$ cat config.mk
export PLATFORM = sky130hd
export DESIGN_NAME = pit_timer
export DESIGN_NICKNAME = d
export VERILOG_FILES = /design/src/hw/pit_timer.v
export VERILOG_INCLUDE_DIRS = /design/src /design/src/hw
export SDC_FILE = /design/constraint.sdc
export NUM_CORES = 1
export LEC_CHECK = 0
export ABC_AREA = 1
export BUFFER_PORTS_ARGS = -buffer_cell sky130_fd_sc_hd__buf_2
export CORE_UTILIZATION = 55
export DETAILED_ROUTE_END_ITERATION = 16
export GPL_ROUTABILITY_DRIVEN = 0
export PLACE_DENSITY = 0.77
export SYNTH_ARGS = -nofsm -noshare
export SYNTH_HDL_FRONTEND = slang
export SYNTH_SLANG_ARGS = --single-unit
$ cat constraint.sdc
create_clock -name mclk -period 5.1 [get_ports mclk]
set_input_delay 1.53 -clock mclk [delete_from_list [all_inputs] [get_ports mclk]]
set_output_delay 1.53 -clock mclk [all_outputs]
set_load 0.005 [all_outputs]
$ cat src/hw/pit_consts.vh
// register offsets, field layouts and reset values of the interval timer
`ifndef PIT_CONSTS_VH
`define PIT_CONSTS_VH
`define PIT_ADDR_W        4
`define PIT_OFS_COUNT     4'h0
`define PIT_OFS_SCALE     4'h1
`define PIT_OFS_PERIOD    4'h2
`define PIT_OFS_CTRL      4'h3
`define PIT_OFS_STATUS    4'h4
`define PIT_OFS_MASK      4'h5
`define PIT_OFS_PRECNT    4'h6
`define PIT_CTRL_EN_BIT   0
`define PIT_STAT_ZERO_BIT 0
`define PIT_RST_COUNT     16'h0000
`define PIT_RST_SCALE     8'h00
`define PIT_RST_PERIOD    16'h0000
`define PIT_RST_CTRL      1'b0
`define PIT_RST_MASK      1'b0
`define PIT_RST_STAT      1'b0
`define PIT_RST_PULSE     1'b0
`define PIT_RST_RDATA     16'h0000
`endif

$ cat src/hw/pit_timer.v
// prescaled 16-bit interval timer with register port and interrupt
`timescale 1ns/1ps
`include "pit_consts.vh"

module pit_timer #(
  parameter CNT_W   = 16,
  parameter SCALE_W = 8
) (
  // clock and reset
  input  wire                   mclk,
  input  wire                   rst_n,
  // register port
  input  wire [`PIT_ADDR_W-1:0] reg_addr,
  input  wire [15:0]            reg_wdata,
  input  wire                   reg_wr,
  input  wire                   reg_rd,
  output reg  [15:0]            reg_rdata,
  // interrupt and event
  output wire                   timer_irq,
  output reg                    timer_zero_pulse
);

  // ==========================================================
  // helper functions

  // strobe qualified by a register index
  function hit;
    input                   strobe;
    input [`PIT_ADDR_W-1:0] addr;
    input [`PIT_ADDR_W-1:0] ofs;
    begin
      hit = strobe && (addr == ofs);
    end
  endfunction

  // count minus one
  function [CNT_W-1:0] cnt_dec;
    input [CNT_W-1:0] val;
    begin
      cnt_dec = val - {{(CNT_W-1){1'b0}}, 1'b1};
    end
  endfunction

  // prescaler minus one
  function [SCALE_W-1:0] pre_dec;
    input [SCALE_W-1:0] val;
    begin
      pre_dec = val - {{(SCALE_W-1){1'b0}}, 1'b1};
    end
  endfunction

  // count-wide value in the low bits of a read word
  function [15:0] pad_cnt;
    input [CNT_W-1:0] val;
    begin
      pad_cnt            = 16'h0000;
      pad_cnt[CNT_W-1:0] = val;
    end
  endfunction

  // prescaler-wide value in the low bits of a read word
  function [15:0] pad_pre;
    input [SCALE_W-1:0] val;
    begin
      pad_pre              = 16'h0000;
      pad_pre[SCALE_W-1:0] = val;
    end
  endfunction

  // single flag in bit 0 of a read word
  function [15:0] pad_bit;
    input val;
    begin
      pad_bit    = 16'h0000;
      pad_bit[0] = val;
    end
  endfunction

  // ==========================================================
  // state and next values
  reg [CNT_W-1:0]   timer_count_value_r;
  reg [CNT_W-1:0]   timer_count_value_nxt;
  reg [SCALE_W-1:0] timer_prescale_value_r;
  reg [SCALE_W-1:0] timer_prescale_value_nxt;
  reg [CNT_W-1:0]   timer_reload_period_r;
  reg [CNT_W-1:0]   timer_reload_period_nxt;
  reg [SCALE_W-1:0] pre_cnt_r;
  reg [SCALE_W-1:0] pre_cnt_nxt;
  reg               enable_r;
  reg               enable_nxt;
  reg               zero_stat_r;
  reg               zero_stat_nxt;
  reg               zero_mask_r;
  reg               zero_mask_nxt;
  reg [15:0]        rdata_nxt;

  // ==========================================================
  // register decode
  wire wr_count  = hit(reg_wr, reg_addr, `PIT_OFS_COUNT);
  wire wr_scale  = hit(reg_wr, reg_addr, `PIT_OFS_SCALE);
  wire wr_period = hit(reg_wr, reg_addr, `PIT_OFS_PERIOD);
  wire wr_ctrl   = hit(reg_wr, reg_addr, `PIT_OFS_CTRL);
  wire wr_status = hit(reg_wr, reg_addr, `PIT_OFS_STATUS);
  wire wr_mask   = hit(reg_wr, reg_addr, `PIT_OFS_MASK);

  // ==========================================================
  // prescaler
  wire dec_strobe = enable_r && (pre_cnt_r == {SCALE_W{1'b0}});

  always @* begin
    pre_cnt_nxt = pre_cnt_r;
    if (wr_scale) begin
      // restart the period on a new scale value
      pre_cnt_nxt = reg_wdata[SCALE_W-1:0];
    end else if (!enable_r) begin
      // idle timer waits with a full period loaded
      pre_cnt_nxt = timer_prescale_value_r;
    end else if (dec_strobe) begin
      pre_cnt_nxt = timer_prescale_value_r;
    end else begin
      pre_cnt_nxt = pre_dec(pre_cnt_r);
    end
  end

  // ==========================================================
  // count, reload and zero event
  wire cnt_empty = (timer_count_value_r == {CNT_W{1'b0}});
  wire cnt_last  = (timer_count_value_r == {{(CNT_W-1){1'b0}}, 1'b1});
  // the step from one to zero is the zero event; reload replaces it
  wire zero_evt  = dec_strobe && cnt_last;

  always @* begin
    timer_count_value_nxt = timer_count_value_r;
    if (wr_count) begin
      // software write overrides a reload in the same cycle
      timer_count_value_nxt = reg_wdata[CNT_W-1:0];
    end else if (zero_evt) begin
      timer_count_value_nxt = timer_reload_period_r;
    end else if (dec_strobe && !cnt_empty) begin
      // a zero count stays put until it is written
      timer_count_value_nxt = cnt_dec(timer_count_value_r);
    end
  end

  // ==========================================================
  // control registers
  always @* begin
    timer_prescale_value_nxt = timer_prescale_value_r;
    timer_reload_period_nxt  = timer_reload_period_r;
    enable_nxt               = enable_r;
    zero_mask_nxt            = zero_mask_r;
    if (wr_scale)
      timer_prescale_value_nxt = reg_wdata[SCALE_W-1:0];
    if (wr_period)
      timer_reload_period_nxt = reg_wdata[CNT_W-1:0];
    if (wr_ctrl)
      enable_nxt = reg_wdata[`PIT_CTRL_EN_BIT];
    if (wr_mask)
      zero_mask_nxt = reg_wdata[`PIT_STAT_ZERO_BIT];
  end

  // ==========================================================
  // sticky status, set wins over write-one-to-clear
  always @* begin
    zero_stat_nxt = zero_stat_r;
    if (zero_evt)
      zero_stat_nxt = 1'b1;
    else if (wr_status && reg_wdata[`PIT_STAT_ZERO_BIT])
      zero_stat_nxt = 1'b0;
  end

  assign timer_irq = zero_stat_r & zero_mask_r;

  // ==========================================================
  // read port, data one cycle after the strobe
  always @* begin
    rdata_nxt = `PIT_RST_RDATA;
    if (reg_rd) begin
      case (reg_addr)
        `PIT_OFS_COUNT:  rdata_nxt = pad_cnt(timer_count_value_r);
        `PIT_OFS_SCALE:  rdata_nxt = pad_pre(timer_prescale_value_r);
        `PIT_OFS_PERIOD: rdata_nxt = pad_cnt(timer_reload_period_r);
        `PIT_OFS_CTRL:   rdata_nxt = pad_bit(enable_r);
        `PIT_OFS_STATUS: rdata_nxt = pad_bit(zero_stat_r);
        `PIT_OFS_MASK:   rdata_nxt = pad_bit(zero_mask_r);
        `PIT_OFS_PRECNT: rdata_nxt = pad_pre(pre_cnt_r);
        default:         rdata_nxt = `PIT_RST_RDATA;
      endcase
    end
  end

  // ==========================================================
  // state flip-flops
  always @(posedge mclk) begin
    if (!rst_n) begin
      timer_count_value_r    <= `PIT_RST_COUNT;
      timer_prescale_value_r <= `PIT_RST_SCALE;
      timer_reload_period_r  <= `PIT_RST_PERIOD;
      pre_cnt_r              <= `PIT_RST_SCALE;
      enable_r               <= `PIT_RST_CTRL;
      zero_stat_r            <= `PIT_RST_STAT;
      zero_mask_r            <= `PIT_RST_MASK;
      timer_zero_pulse       <= `PIT_RST_PULSE;
      reg_rdata              <= `PIT_RST_RDATA;
    end else begin
      timer_count_value_r    <= timer_count_value_nxt;
      timer_prescale_value_r <= timer_prescale_value_nxt;
      timer_reload_period_r  <= timer_reload_period_nxt;
      pre_cnt_r              <= pre_cnt_nxt;
      enable_r               <= enable_nxt;
      zero_stat_r            <= zero_stat_nxt;
      zero_mask_r            <= zero_mask_nxt;
      timer_zero_pulse       <= zero_evt;
      reg_rdata              <= rdata_nxt;
    end
  end

endmodule

==> Word level (Yosys, flattened, before mapping) <==
Index checks and enable logic that the tools add are counted.
{ "totals": {"ff_bits": 68, "out_inout_bits": 18, "wordCells": 45} }
{ "classes": {"addsub": 2, "eq_ne": 7, "n_mux": 9, "bitwise_logic": 1, "n_reduce_logical": 17} }
{ "op_table": {"columns": ["op", "count"], "rows": [
  ["one-hot mux 16 bit (7 select lines)", 1],
  ["2-to-1 mux 16 bit", 3],
  ["2-to-1 mux 8 bit", 3],
  ["equality test 16 x 1 -> 1 bit (second input constant)", 1],
  ["logical NOT 16 bit", 1],
  ["subtractor 16 x 1 -> 16 bit (second input constant)", 1],
  ["equality test 4 x 3 -> 1 bit (second input constant)", 3],
  ["logical AND 1 bit", 10],
  ["equality test 4 x 2 -> 1 bit (second input constant)", 2],
  ["logical NOT 8 bit", 1],
  ["subtractor 8 x 1 -> 8 bit (second input constant)", 1],
  ["equality test 4 x 1 -> 1 bit (second input constant)", 1],
  ["logical NOT 4 bit", 1],
  ["nonzero test 3 bit", 1],
  ["2-to-1 mux 1 bit", 2],
  ["AND reduction 2 bit", 1],
  ["nonzero test 2 bit", 1],
  ["bitwise AND 1 bit", 1],
  ["logical NOT 1 bit", 1]
]} }

==> Logic depth before layout (Yosys ltp) <==
{ "logic_depth": {"ltp_word": 6, "depth_mapped": 12, "depth_no_buf": 11} }

==> Worst setup path before layout <==
OpenSTA, ideal clock, no wires.
{ "synth_path": {"path_kind": "input-to-reg", "startpoint": "input port reg_addr[1]", "endpoint": "register timer_count_value_r[11]", "arrival_ns": 2.504, "path_slack_ns": 2.481, "cell_stages": 9, "path_cell_list": "nor2_1 -> nand2_2 -> nor2_4 -> nor2_2 -> nand2_4 -> buf_6 -> nand2_1 -> nor2_1 -> nor2_1"} }
{ "synth_via": {"elab_chain_len": 3, "elab_cells_between_ends": 4} }
{ "synth_lines": {"columns": ["item", "line", "text"], "rows": [
  ["start, declared", "pit_timer.v:13", "input wire [`PIT_ADDR_W-1:0] reg_addr,"],
  ["logical NOT 4 bit (*)", "pit_timer.v:32", "hit = strobe && (addr == ofs);"],
  ["logical AND 1 bit (*)", "pit_timer.v:32", null],
  ["nonzero test 3 bit (no line) or 2-to-1 mux 16 bit (tied branches)", null, null],
  ["end signal, assigned", "pit_timer.v:196", "timer_count_value_r <= `PIT_RST_COUNT;"],
  ["end signal, assigned", "pit_timer.v:206", "timer_count_value_r <= timer_count_value_nxt;"],
  ["end, declared", "pit_timer.v:81", "reg [CNT_W-1:0] timer_count_value_r;"]
]} }
Every way passes the cells marked *; elsewhere a longest branch is shown, timed or not.
A chain may end at the register's enable or synchronous reset.

==> Final worst setup path <==
{ "layout_path": {"startpoint": "input port reg_addr[3]", "endpoint": "register timer_reload_period_r[4]"} }
{ "layout_via": {"elab_chain_len": 2} }
{ "layout_lines": {"columns": ["item", "line", "text"], "rows": [
  ["equality test 4 x 2 -> 1 bit", "pit_timer.v:32", null],
  ["logical AND 1 bit", "pit_timer.v:32", null],
  ["end signal, assigned", "pit_timer.v:198", "timer_reload_period_r <= `PIT_RST_PERIOD;"],
  ["end signal, assigned", "pit_timer.v:208", "timer_reload_period_r <= timer_reload_period_nxt;"],
  ["end, declared", "pit_timer.v:85", "reg [CNT_W-1:0] timer_reload_period_r;"]
]} }
No other way between the ends.

==> flow_metrics.py <==
metrics = {
    "grt": {
        "global_route.usage.met3": 0.0613,
        "grt_pass1_vias": 3520,
        "antenna_found_initial": 0,
        "grt_max_degree": 34,
        "overflow": 0,
        "gr-usage-met2": 0.500,
        "track_usage": 0.302,
        "use_met1": 0.362,
        "grt_pass1_wl_mm": 16.6,
        "grt.busiest_layer": "met2",
    },
    "synth": {
        "ys_seq_area_frac": 0.371,
        "synthTopCellsByArea": "dfxtp_1, nand2_1, nor2_1, a21oi_1, inv_1",
        "netlist.area_leader.share": 0.371,
        "avgSynthCellArea_um2": 6.64,
        "syn_area_mm2": 0.00367,
        "synth_top_area_cell": "dfxtp_1",
        "ys_ff_latch": 68,
        "ys_warn_count": 0,
        "synth_cell_types": 33,
        "synthCells": 553,
        "synthesis.nets": 580,
    },
    "power_and_ir_drop": {
        "p_leak_nw": 1.85,
        "powerDensity_mw_per_mm2": 307,
        "comb_power_share": 0.162,
        "sequentialPowerShare": 0.439,
        "switching_share": 0.294,
        "vdd_drop_max_v": 0.000200,
        "p_sw_mw": 0.371,
        "intPower_mw": 0.890,
        "pwr-share-clk": 0.398,
    },
    "finish": {
        "multiInputGateArea_mm2": 0.00200,
        "stdcell_area_mm2": 0.00411,
        "final_layout_size_suffix_gt1_frac": 0.153,
        "fill_cells": 600,
        "stdcell_count": 671,
        "nets": 616,
        "regArea_mm2": 0.00136,
        "final_util": 0.644,
        "area_growth_pct": 12.0,
        "diodes": 0,
    },
    "floorplanning": {
        "die_y_um": 83.7,
        "die_w_um": 83.7,
        "initial_utilization": 0.575,
        "dieArea_mm2": 0.00701,
        "core_mm2": 0.00639,
        "ioPinCount": 42,
        "fp-row-count": 29,
    },
    "run": {
        "cap_violations": 0,
    },
    "timing": {
        "min_period_ns": 3.12,
        "finalHoldViolCount": 0,
        "finalSetupViolCount": 0,
        "worst_pin_slew_ns": 0.812,
        "finalSetupTns_ns": 0,
        "rsz0062_at_grt": "no",
        "slew_headroom": 0.457,
        "fmax_mhz": 321,
        "period_share": 0.611,
        "clock-skew-final_ns": 0.00975,
        "slew_viol_final": 0,
    },
    "clock_tree": {
        "cts_tree": "yes",
        "post_cts_buffers": 0,
        "path_clk_slew_ns": 0.08,
        "clockRootBuffer": "clkbuf_8",
        "numCtsBuffers": 9,
        "holdBufCountCts": 0,
        "worst_skew_pair.late_latency_ns": 0.35,
        "cts_buffer_depth": 2,
        "cts_resized": 0,
        "cts_sinks": 68,
        "htreeDepth": 3,
    },
    "placement": {
        "dpl-instance-area_mm2": 0.00389,
        "place_inst": 655,
        "hpwl_mm": 7.14,
        "io_buffers": 41,
    },
    "critical_path": {
        "path_class": "in -> reg",
        "cp_cell_sequence": "buf_2, nor2_2, nand2_1, inv_1, buf_4, nand2_1, o21ai_0, a21oi_1",
        "startpoint_type": "input pin",
        "critical_path.most_common_cell": "nand2_1",
        "crit_fanout": 24,
        "worstSetupEndpointType": "flip-flop",
        "slowest_stage": "nand2_1",
        "cp.arrival_ns": 3.33,
        "critical_path.max_stage_delay_ns": 0.55,
        "cp.required_ns": 5.31,
    },
    "routing": {
        "drt_pre_antenna_iters": 5,
        "drc": 0,
        "drt-total-wl_mm": 10.1,
        "vias_per_cell": 5.66,
        "drtAntennaViolNets": 0,
        "detail_route.iter0.violations": 346,
        "num_vias": 3801,
        "wl_per_cell_um": 15.1,
    },
    "min_path": {
        "hp-class": "reg -> reg",
    },
    "outcome": {
        "status": "completed",
    },
}
critical path: cells and delay by family:
family / cells / cell delay (ns)
buffers and inverters: 3 / 0.45
AO/OA/AOI/OAI: 2 / 0.46
AND/OR/NAND/NOR: 3 / 0.88
synth_stat cells (all sizes together):
cell type and n:
nand2 160, nor2 76, dfxtp 68, inv 58, a21oi 50, o21ai 43
nand3 38, clkbuf 11, nand4 9, a221oi 7, o22ai 7, buf 6
xor2 4, ha 3, or2 3, nor3 2, o2111ai 2, xnor2 2
a31oi 1, clkinv 1, nand3b 1, o221ai 1
per-stage QoR:
| stage | hold slack [ns] | worst slack [ns] | power, mW |
|---|---|---|---|
| 2_1_floorplan | 0.437 | 2.48 | 0.717 |
| 5_1_grt | 0.493 | 1.82 | 1.32 |
| 3_3_place_gp | 0.448 | 1.74 | 0.763 |
| 6_report | 0.462 | 1.98 | 1.26 |
| 4_1_cts | 0.466 | 2.02 | 1.26 |
| 3_5_place_dp | 0.455 | 1.64 | 0.767 |
sequential cells by signal (all words and copies together) (netlist names):
register / flops
reg_rdata: 16
zero_stat_r: 1
timer_reload_period_r: 16
enable_r: 1
pre_cnt_r: 8
zero_mask_r: 1
timer_zero_pulse: 1
timer_count_value_r: 16
timer_prescale_value_r: 8
power by group through the flow:
stage	logic, mW	clock network, mW	registers (mW)
after global routing	0.233	0.530	0.555
after CTS	0.203	0.509	0.553
after floorplan	0.155	0	0.562
final	0.205	0.502	0.554
after global placement	0.198	0	0.566
after detailed placement	0.202	0	0.566
routing by layer:
layer / share of wire / wire length, um
met5: 0 / 0
met4: 0.038 / 389
met3: 0.062 / 629
met2: 0.48 / 4900
met1: 0.42 / 4210
final cells by class:
| type | instances | share of cell area |
|---|---|---|
| Clock inverter | 7 | 0.0240 |
| Clock buffer | 9 | 0.0301 |
| Inverter | 59 | 0.0539 |
| Sequential cell | 68 | 0.331 |
| Timing Repair Buffer | 42 | 0.0517 |
| Tap cell | 77 | 0.0234 |
| Multi-Input combinational cell | 409 | 0.486 |
worst paths after layout:
path	start	end	slack, ns	cells after the start
setup / recovery	reg_addr[3]	timer_reload_period_r[4]	1.98	8
hold / removal	timer_reload_period_r[9]	reg_rdata[9]	0.46	2
setup reg to reg	pre_cnt_r[0]	timer_count_value_r[3]	2.81	11
hold reg to reg	timer_reload_period_r[9]	reg_rdata[9]	0.46	2
logic make-up after synthesis:
kind of cell               Yosys count  share of synthesized area
buffers and inverters               76                     0.0855
xor gates and xnor gates             6                     0.0143
DFF                                 68                      0.371
and+or+nand+nor                    289                      0.349
AOI/OAI and AO/OA                  111                      0.170
adders and majority gates            3                     0.0102
layout by cell type (no fill, tap or decap), types with 9 or more instances in the layout:
cell type,netlist,routed
buf_2,2,41
nand3_1,37,37
nand2_1,149,149
nand4_1,9,9
dfxtp_1,68,68
a21oi_1,44,44
o21ai_0,27,27
clkbuf_8,0,9
o21ai_1,16,16
nor2_1,65,65
inv_1,57,57
(Power assumes the default switching activity.)
